$ cat src/inc/rqp_pkg.sv
package rqp_pkg;
  // Register offsets (byte addresses on the host bus)
  localparam logic [7:0] RQP_OFS_QCTRL     = 8'h82;
  localparam logic [7:0] RQP_OFS_RDPTR     = 8'h86;
  localparam logic [7:0] RQP_OFS_AGE_LIM   = 8'h8c;
  localparam logic [7:0] RQP_OFS_BYTE_LIM  = 8'h8e;
  localparam logic [7:0] RQP_OFS_IRQ_FLAGS = 8'h92;

  // Read pointer control fields
  localparam int RQP_PTR_AUTO_BIT   = 14;
  localparam int RQP_PTR_SAMPLE_BIT = 12;
  localparam int RQP_PTR_ORDER_BIT  = 11;
  localparam int RQP_PTR_IDX_W      = 11;

  // Queue control fields
  localparam int RQP_QC_AGE_EN_BIT  = 7;
  localparam int RQP_QC_BYTE_EN_BIT = 6;
  localparam int RQP_QC_BURST_BIT   = 3;

  // Interrupt flag field
  localparam int RQP_IRQ_RX_BIT = 13;

  // Reset values and age limit maximum
  localparam logic [15:0] RQP_RST_AGE_LIM  = 16'h0000;
  localparam logic [15:0] RQP_RST_BYTE_LIM = 16'h0000;
  localparam logic [15:0] RQP_AGE_LIM_MAX  = 16'hcfff;

  // Access widths of a data read
  localparam logic [1:0] RQP_SIZE_BYTE  = 2'h0;
  localparam logic [1:0] RQP_SIZE_WORD  = 2'h1;
  localparam logic [1:0] RQP_SIZE_DWORD = 2'h2;

  // Timing
  localparam int RQP_CLK_PERIOD_NS   = 4;
  localparam int RQP_AGE_TICK_NS     = 1000;
  localparam int RQP_AGE_TICK_CYC    = RQP_AGE_TICK_NS / RQP_CLK_PERIOD_NS;
  localparam int RQP_SAMPLE_SLOW_NS  = 8;
  localparam int RQP_SAMPLE_FAST_NS  = 4;
  localparam int RQP_SAMPLE_SLOW_CYC =
    (RQP_SAMPLE_SLOW_NS + RQP_CLK_PERIOD_NS - 1) / RQP_CLK_PERIOD_NS;
  localparam int RQP_SAMPLE_FAST_CYC =
    (RQP_SAMPLE_FAST_NS / RQP_CLK_PERIOD_NS < 1) ? 1 : RQP_SAMPLE_FAST_NS / RQP_CLK_PERIOD_NS;

  typedef enum logic [0:0] {RQP_WR_IDLE, RQP_WR_WAIT} rqp_wr_state_e;
endpackage

$ cat src/rtl/rqp_age_timer.sv
`timescale 1ns/1ns
module rqp_age_timer
  import rqp_pkg::*;
#(
  parameter int TICK_CYC = RQP_AGE_TICK_CYC
) (
  input  wire logic        sys_clk,     // System clock
  input  wire logic        resetn,      // Synchronous reset, active low
  input  wire logic        clk_en,      // Freezes all state when low
  input  wire logic        q_empty,     // Receive queue holds no frame
  output logic      [15:0] age_us       // Microseconds since first frame
);
  logic [$clog2(TICK_CYC)-1:0] div_r;

  // Prescaler down to one-microsecond ticks, held at zero while empty
  always_ff @(posedge sys_clk) begin
    if (!resetn) begin
      div_r <= '0;
    end else if (clk_en) begin
      if (q_empty || div_r == ($clog2(TICK_CYC))'(TICK_CYC - 1)) begin
        div_r <= '0;
      end else begin
        div_r <= div_r + 1'b1;
      end
    end
  end

  // Age count saturates so a stale queue never wraps back under the limit
  always_ff @(posedge sys_clk) begin
    if (!resetn) begin
      age_us <= 16'h0000;
    end else if (clk_en) begin
      if (q_empty) begin
        age_us <= 16'h0000;
      end else if (div_r == ($clog2(TICK_CYC))'(TICK_CYC - 1) && age_us != 16'hffff) begin
        age_us <= age_us + 16'h0001;
      end
    end
  end
endmodule

$ cat src/rtl/rqp_rx_queue_read.sv
`timescale 1ns/1ns
module rqp_rx_queue_read
  import rqp_pkg::*;
#(
  parameter int AGE_TICK_CYC = RQP_AGE_TICK_CYC
) (
  input  wire logic        sys_clk,         // System clock, 250 MHz
  input  wire logic        resetn,          // Synchronous reset, active low
  input  wire logic        clk_en,          // Freezes all state when low
  input  wire logic        host_strobe,     // One-cycle access strobe
  input  wire logic        host_cmd,        // High register access, low data
  input  wire logic        host_we,         // High write, low read
  input  wire logic  [7:0] host_addr,       // Register byte address
  input  wire logic [15:0] host_wdata,      // Write data from host
  input  wire logic  [1:0] host_size,       // Data read width code
  input  wire logic        order_strap,     // Byte-order strap, high forces big endian
  input  wire logic        rx_q_empty,      // Receive queue empty
  input  wire logic [15:0] rx_q_bytes,      // Bytes held in receive queue
  output logic      [15:0] host_rdata,      // Register read data
  output logic             host_rvalid,     // Read data valid pulse
  output logic      [10:0] rx_read_index,   // Byte offset into receive buffer
  output logic             rx_buf_rd,       // Buffer read pulse
  output logic       [1:0] rx_buf_size,     // Width of that buffer read
  output logic             big_endian,      // Effective byte order
  output logic             burst_active,    // Burst data path open
  output logic             rx_irq_flag      // Receive interrupt status flag
);
  logic                rx_ptr_auto_step;
  logic                write_sample_select;
  logic                byte_order_select;
  logic         [15:0] rx_age_limit;
  logic         [15:0] rx_byte_limit;
  logic                age_limit_enable;
  logic                byte_limit_enable;
  logic         [15:0] age_us;
  rqp_wr_state_e       wr_state_r;
  logic          [1:0] wr_cnt_r;
  logic          [7:0] wr_addr_r;
  logic          [1:0] wr_delay;
  logic                wr_take;
  logic                wr_allowed;
  logic                data_rd;
  logic                reg_rd;
  logic                clr_rx_flag;
  logic                age_hit;
  logic                byte_hit;
  logic         [10:0] step;

  // Capture delay after the write strobe
  assign wr_delay = write_sample_select ? 2'(RQP_SAMPLE_FAST_CYC) : 2'(RQP_SAMPLE_SLOW_CYC);

  // Only the queue control register is reachable during a burst
  assign wr_allowed = !burst_active || wr_addr_r == RQP_OFS_QCTRL;
  assign wr_take    = wr_state_r == RQP_WR_WAIT && wr_cnt_r == wr_delay;
  assign data_rd    = host_strobe && !host_cmd && !host_we && burst_active;
  assign reg_rd     = host_strobe && host_cmd && !host_we && wr_state_r == RQP_WR_IDLE;

  // Step size from access width
  always_comb begin
    unique case (host_size)
      RQP_SIZE_BYTE:  step = 11'h001;
      RQP_SIZE_WORD:  step = 11'h002;
      RQP_SIZE_DWORD: step = 11'h004;
      default:        step = 11'h004;
    endcase
  end

  // Write sampler: strobe starts the wait, data is taken after the delay
  always_ff @(posedge sys_clk) begin
    if (!resetn) begin
      wr_state_r <= RQP_WR_IDLE;
      wr_cnt_r   <= 2'h0;
      wr_addr_r  <= 8'h00;
    end else if (clk_en) begin
      unique case (wr_state_r)
        RQP_WR_IDLE: begin
          if (host_strobe && host_cmd && host_we) begin
            wr_state_r <= RQP_WR_WAIT;
            wr_cnt_r   <= 2'h1;
            wr_addr_r  <= host_addr;
          end
        end
        RQP_WR_WAIT: begin
          if (wr_take) begin
            wr_state_r <= RQP_WR_IDLE;
          end else begin
            wr_cnt_r <= wr_cnt_r + 2'h1;
          end
        end
      endcase
    end
  end

  // Read pointer control fields
  always_ff @(posedge sys_clk) begin
    if (!resetn) begin
      rx_ptr_auto_step    <= 1'b0;
      write_sample_select <= 1'b0;
      byte_order_select   <= 1'b0;
    end else if (clk_en && wr_take && wr_allowed && wr_addr_r == RQP_OFS_RDPTR) begin
      rx_ptr_auto_step    <= host_wdata[RQP_PTR_AUTO_BIT];
      write_sample_select <= host_wdata[RQP_PTR_SAMPLE_BIT];
      byte_order_select   <= host_wdata[RQP_PTR_ORDER_BIT];
    end
  end

  // Read index: host places it, data reads step it when auto-step is on
  always_ff @(posedge sys_clk) begin
    if (!resetn) begin
      rx_read_index <= 11'h000;
    end else if (clk_en) begin
      if (wr_take && wr_allowed && wr_addr_r == RQP_OFS_RDPTR) begin
        rx_read_index <= host_wdata[RQP_PTR_IDX_W-1:0];
      end else if (data_rd && rx_ptr_auto_step) begin
        rx_read_index <= rx_read_index + step;
      end
    end
  end

  // Buffer read request toward the queue memory, offset is the post-step index
  always_ff @(posedge sys_clk) begin
    if (!resetn) begin
      rx_buf_rd   <= 1'b0;
      rx_buf_size <= RQP_SIZE_BYTE;
    end else if (clk_en) begin
      rx_buf_rd <= data_rd;
      if (data_rd) begin
        rx_buf_size <= host_size;
      end
    end
  end

  // Thresholds; age limit is clamped to its legal maximum
  always_ff @(posedge sys_clk) begin
    if (!resetn) begin
      rx_age_limit  <= RQP_RST_AGE_LIM;
      rx_byte_limit <= RQP_RST_BYTE_LIM;
    end else if (clk_en && wr_take && wr_allowed) begin
      if (wr_addr_r == RQP_OFS_AGE_LIM) begin
        rx_age_limit <= (host_wdata > RQP_AGE_LIM_MAX) ? RQP_AGE_LIM_MAX : host_wdata;
      end
      if (wr_addr_r == RQP_OFS_BYTE_LIM) begin
        rx_byte_limit <= host_wdata;
      end
    end
  end

  // Queue control: threshold enables and burst gate
  always_ff @(posedge sys_clk) begin
    if (!resetn) begin
      age_limit_enable  <= 1'b0;
      byte_limit_enable <= 1'b0;
      burst_active      <= 1'b0;
    end else if (clk_en && wr_take && wr_addr_r == RQP_OFS_QCTRL) begin
      age_limit_enable  <= host_wdata[RQP_QC_AGE_EN_BIT];
      byte_limit_enable <= host_wdata[RQP_QC_BYTE_EN_BIT];
      burst_active      <= host_wdata[RQP_QC_BURST_BIT];
    end
  end

  // Effective byte order; a high strap overrides the soft bit
  always_ff @(posedge sys_clk) begin
    if (!resetn) begin
      big_endian <= 1'b0;
    end else if (clk_en) begin
      big_endian <= order_strap ? 1'b1 : byte_order_select;
    end
  end

  rqp_age_timer #(
    .TICK_CYC (AGE_TICK_CYC)
  ) rqp_age_timer_i (
    .sys_clk (sys_clk),
    .resetn  (resetn),
    .clk_en  (clk_en),
    .q_empty (rx_q_empty),
    .age_us  (age_us)
  );

  assign age_hit  = age_limit_enable && !rx_q_empty && age_us > rx_age_limit;
  assign byte_hit = byte_limit_enable && rx_q_bytes > rx_byte_limit;
  assign clr_rx_flag = wr_take && wr_allowed && wr_addr_r == RQP_OFS_IRQ_FLAGS
                       && host_wdata[RQP_IRQ_RX_BIT];

  // Sticky flag; a new event in the clearing cycle keeps it set
  always_ff @(posedge sys_clk) begin
    if (!resetn) begin
      rx_irq_flag <= 1'b0;
    end else if (clk_en) begin
      if (age_hit || byte_hit) begin
        rx_irq_flag <= 1'b1;
      end else if (clr_rx_flag) begin
        rx_irq_flag <= 1'b0;
      end
    end
  end

  // Register reads; the index and byte-order bit read back as zero
  always_ff @(posedge sys_clk) begin
    if (!resetn) begin
      host_rdata  <= 16'h0000;
      host_rvalid <= 1'b0;
    end else if (clk_en) begin
      host_rvalid <= reg_rd;
      if (reg_rd) begin
        host_rdata <= 16'h0000;
        if (host_addr == RQP_OFS_QCTRL) begin
          host_rdata[RQP_QC_AGE_EN_BIT]  <= age_limit_enable;
          host_rdata[RQP_QC_BYTE_EN_BIT] <= byte_limit_enable;
          host_rdata[RQP_QC_BURST_BIT]   <= burst_active;
        end else if (!burst_active) begin
          unique case (host_addr)
            RQP_OFS_RDPTR: begin
              host_rdata[RQP_PTR_AUTO_BIT]   <= rx_ptr_auto_step;
              host_rdata[RQP_PTR_SAMPLE_BIT] <= write_sample_select;
            end
            RQP_OFS_AGE_LIM:   host_rdata <= rx_age_limit;
            RQP_OFS_BYTE_LIM:  host_rdata <= rx_byte_limit;
            RQP_OFS_IRQ_FLAGS: host_rdata[RQP_IRQ_RX_BIT] <= rx_irq_flag;
            default:           host_rdata <= 16'h0000;
          endcase
        end
      end
    end
  end
endmodule

$ cat config.mk
export PLATFORM = sky130hd
export DESIGN_NAME = rqp_rx_queue_read
export DESIGN_NICKNAME = d
export VERILOG_FILES = /design/src/inc/rqp_pkg.sv /design/src/rtl/rqp_age_timer.sv /design/src/rtl/rqp_rx_queue_read.sv
export SDC_FILE = /design/constraint.sdc
export NUM_CORES = 1
export LEC_CHECK = 0
export BUFFER_PORTS_ARGS = -buffer_cell sky130_fd_sc_hd__buf_2
export CORE_AREA = 2 2 110 112
export DETAILED_ROUTE_END_ITERATION = 6
export DIE_AREA = 0 0 112 114
export PLACE_DENSITY = 0.71
export SYNTH_ARGS = -nofsm -noshare
export SYNTH_HDL_FRONTEND = slang
export SYNTH_SLANG_ARGS = --single-unit
$ cat constraint.sdc
create_clock -name sys_clk -period 5.4 [get_ports sys_clk]
set_input_delay 0.81 -clock sys_clk [delete_from_list [all_inputs] [get_ports sys_clk]]
set_output_delay 0.81 -clock sys_clk [all_outputs]
set_load 0.05 [all_outputs]
==> flow_metrics.tcl <==
set metrics [dict create \
    antenna_found_initial 0 \
    ff_latch_area_um2 2120 \
    first_pass_iters 5 \
    cp-end-kind "flip-flop" \
    syn_area_um2 5720 \
    vias 5163 \
    cp.arrival_ns 3.36 \
    tritoncts "built" \
    yosysSeqAreaShare_pct 37.1 \
    cp_slowest_stage_delay_ns 0.85 \
    fp.dieArea_um2 12800 \
    numPlacedInstances 863 \
    gr-total-overflow 0 \
    die_h_um 114 \
    worst_slew_pin_slew_ns 1.11 \
    setup_viol 0 \
    crit_required_ns 5.68 \
    antenna_cells 0 \
    p_leak_uw 0.00256 \
    yosysWarnings 0 \
    ys.flop_type "dfxtp_1" \
    routedWlPerCell_um 17.5 \
    drt_wl_total_mm 15.4 \
    grt_pass1_vias 5003 \
    status "finished clean" \
    reg2regPathDepth 5 \
    core.rowCount 40 \
    worstReg2RegEnd "host_rdata[12]$_SDFFE_PN0P_" \
    design_area_um2 6490 \
    worst-r2r-setup-slack_ns 2.92 \
    synth_largest_area_cell "dfxtp_1" \
    netlist_top_cells_count "dfxtp_1 (106), nand2_1 (72), nor2_1 (63)" \
    cp_cell_sequence "buf_2 > nand2_1 > or4b_1 > nor3_4 > nor3b_2 > a22oi_1 > nor2_1" \
    drive_gt1_share_pct 20.4 \
    drv_cap 0 \
    n_fill_cell 1073 \
    multi_input_area_um2 3280 \
    coreArea_um2 11700 \
    final_cells 879 \
    period_share_pct 57.1 \
    grt_pass1_wl_mm 24.9 \
    drc 0 \
    path_buf_inv 1 \
    drtIter0Drc 343 \
    numCtsBuffers 9 \
    cts_sinks 106 \
    ys_ff_latch 106 \
    cts_setup_buffers 0 \
    start_util_pct 48.9 \
    slowest_stage "or4b_1" \
    ios 84 \
    min_path_type "reg -> reg" \
    portBuffers 83 \
    ir_drop_v 0.000182 \
    clock_latency_ns 0.35 \
    syn2layout_area_growth_pct 13.4 \
    endpoint "host_rdata[12]$_SDFFE_PN0P_" \
    path_class "in -> reg" \
    placed_area_um2 6170 \
    die-width_um 112 \
    cp-start-kind "input pin" \
    rr_startpoint "wr_state_r$_SDFFE_PN0P_" \
    syn_inst 660 \
    final_core_util_pct 55.4 \
    max_freq_mhz 324 \
    synth.avg_cell_area_um2 8.67 \
    dp_hpwl_mm 11.4 \
    ant_nets 0 \
    grt_max_degree 58 \
    hold_viol_final 0 \
    finalCriticalPeriod_ns 3.08 \
    power.density_nw_per_um2 246 \
    critPathLaunch "clk_en" \
    synth-edff-count 0 \
    crit_family "simple AND/OR/NAND/NOR gates" \
    path_clk_slew_ns 0.07 \
    hold_buffers 0 \
    htreeDepth 3 \
    grt_usage_pct 24.2 \
    cts_resized 0 \
    synth_nets 749 \
    cp.depth 7 \
    yosysMostFrequentCell "dfxtp_1" \
    slew_violations 0 \
    vias_per_cell 5.87 \
    slew_headroom_pct 25.9 \
    tns_ns 0 \
    fin_skew_ns 0.00963 \
    crit_fanout 22 \
    netlist_top_cells_area "dfxtp_1 (37%), ha_1 (8.3%), nand2_1 (4.7%)" \
    cts.path.max_buffers 2 \
    ys_types 70 \
    synth_top_area_share_pct 37.1 \
    place_congestion 0.869 \
    nets 816 \
    rsz0062_at_grt "false" \
    cts.root.buffer_cell "clkbuf_16" \
    synthArstFlopShare_pct 0 \
]
## area by class of cell
class	instances	area share [%]
multi-input combinational	482	50.5
sequential	106	32.7
inverter	44	2.54
tap	147	2.83
timing repair buffer	84	6.52
clock buffer	10	3.53
clock inverter	6	1.37
## metal layers
layer	vias up	track usage, %	share of wire (%)
met5	-	0	0
met4	0	8.05	2.5
met3	28	4.36	6.1
met2	189	39.2	46
met1	2453	32.9	45
li1	2493	-	-
## flip-flops by register name, summed over array words and instances (netlist names), 2 cells and up
name                    cells
host_rdata                 16
rqp_age_timer_i.age_us     16
rqp_age_timer_i.div_r       8
rx_age_limit               16
rx_buf_size                 2
rx_byte_limit              16
rx_read_index              11
wr_addr_r                   8
wr_cnt_r                    2
## tightest hold or removal path, stage by stage (launching register included)
cell,delay [ns]
dfxtp_1,0.32
nand2_1,0.06
a21oi_1,0.05
## power breakdown
| group | internal, uW | switching [uW] | total, uW | leakage [uW] |
|---|---|---|---|---|
| combinational | 34.4 | 65.3 | 99.7 | 0.00156 |
| clock | 408 | 297 | 704 | 0.000149 |
| sequential | 786 | 5.01 | 791 | 0.000855 |
| total | 1230 | 367 | 1590 | 0.00256 |
## how the worst min path moves through the flow
stage                                    from                        endpoint  slack (ns)  depth (start not counted)
2_1_floorplan  rx_byte_limit[12]$_SDFFE_PN0P_  rx_byte_limit[12]$_SDFFE_PN0P_        0.44                          2
3_3_place_gp    rx_byte_limit[4]$_SDFFE_PN0P_   rx_byte_limit[4]$_SDFFE_PN0P_        0.46                          2
3_5_place_dp   rx_byte_limit[11]$_SDFFE_PN0P_  rx_byte_limit[11]$_SDFFE_PN0P_        0.46                          2
4_1_cts         rx_byte_limit[5]$_SDFFE_PN0P_   rx_byte_limit[5]$_SDFFE_PN0P_        0.47                          2
5_1_grt        rx_byte_limit[10]$_SDFFE_PN0P_  rx_byte_limit[10]$_SDFFE_PN0P_        0.50                          2
6_report        rx_byte_limit[5]$_SDFFE_PN0P_   rx_byte_limit[5]$_SDFFE_PN0P_        0.47                          2
## logic make-up (layout without fill, tap and decap cells)
| logic type | Yosys count | in the layout | synth area share [%] |
|---|---|---|---|
| compound gates | 145 | 145 | 17.7 |
| xor+xnor | 22 | 22 | 3.37 |
| fa+ha+maj | 39 | 39 | 8.66 |
| buf+inv | 72 | 144 | 5.60 |
| flops | 106 | 106 | 37.1 |
| mux | 20 | 20 | 3.54 |
| simple gates | 256 | 256 | 24.0 |
## placed cells by master, fill, tap and decap left out, types with 9 or more instances in the layout
cell and instances:
a21oi_1 50, nor2_2 10, o221a_2 12, nand3_1 22, a22oi_1 15, a22o_1 12, ha_1 38, nand2_1 72
clkbuf_16 9, mux2i_1 18, nor2_1 63, o21ai_0 18, dfxtp_1 106, buf_2 83, nand4_1 20, xnor2_1 15
nor3_1 13, inv_1 43
## metrics by stage
stage          setup WS (ns)  power [uW]  hold slack (ns)
4_1_cts                 2.40        1600            0.473
6_report                2.32        1590            0.473
2_1_floorplan           2.75         862            0.441
3_5_place_dp            2.04         907            0.463
5_1_grt                 2.25        1650            0.498
3_3_place_gp            2.22         902            0.457
(Power assumes the default switching activity.)
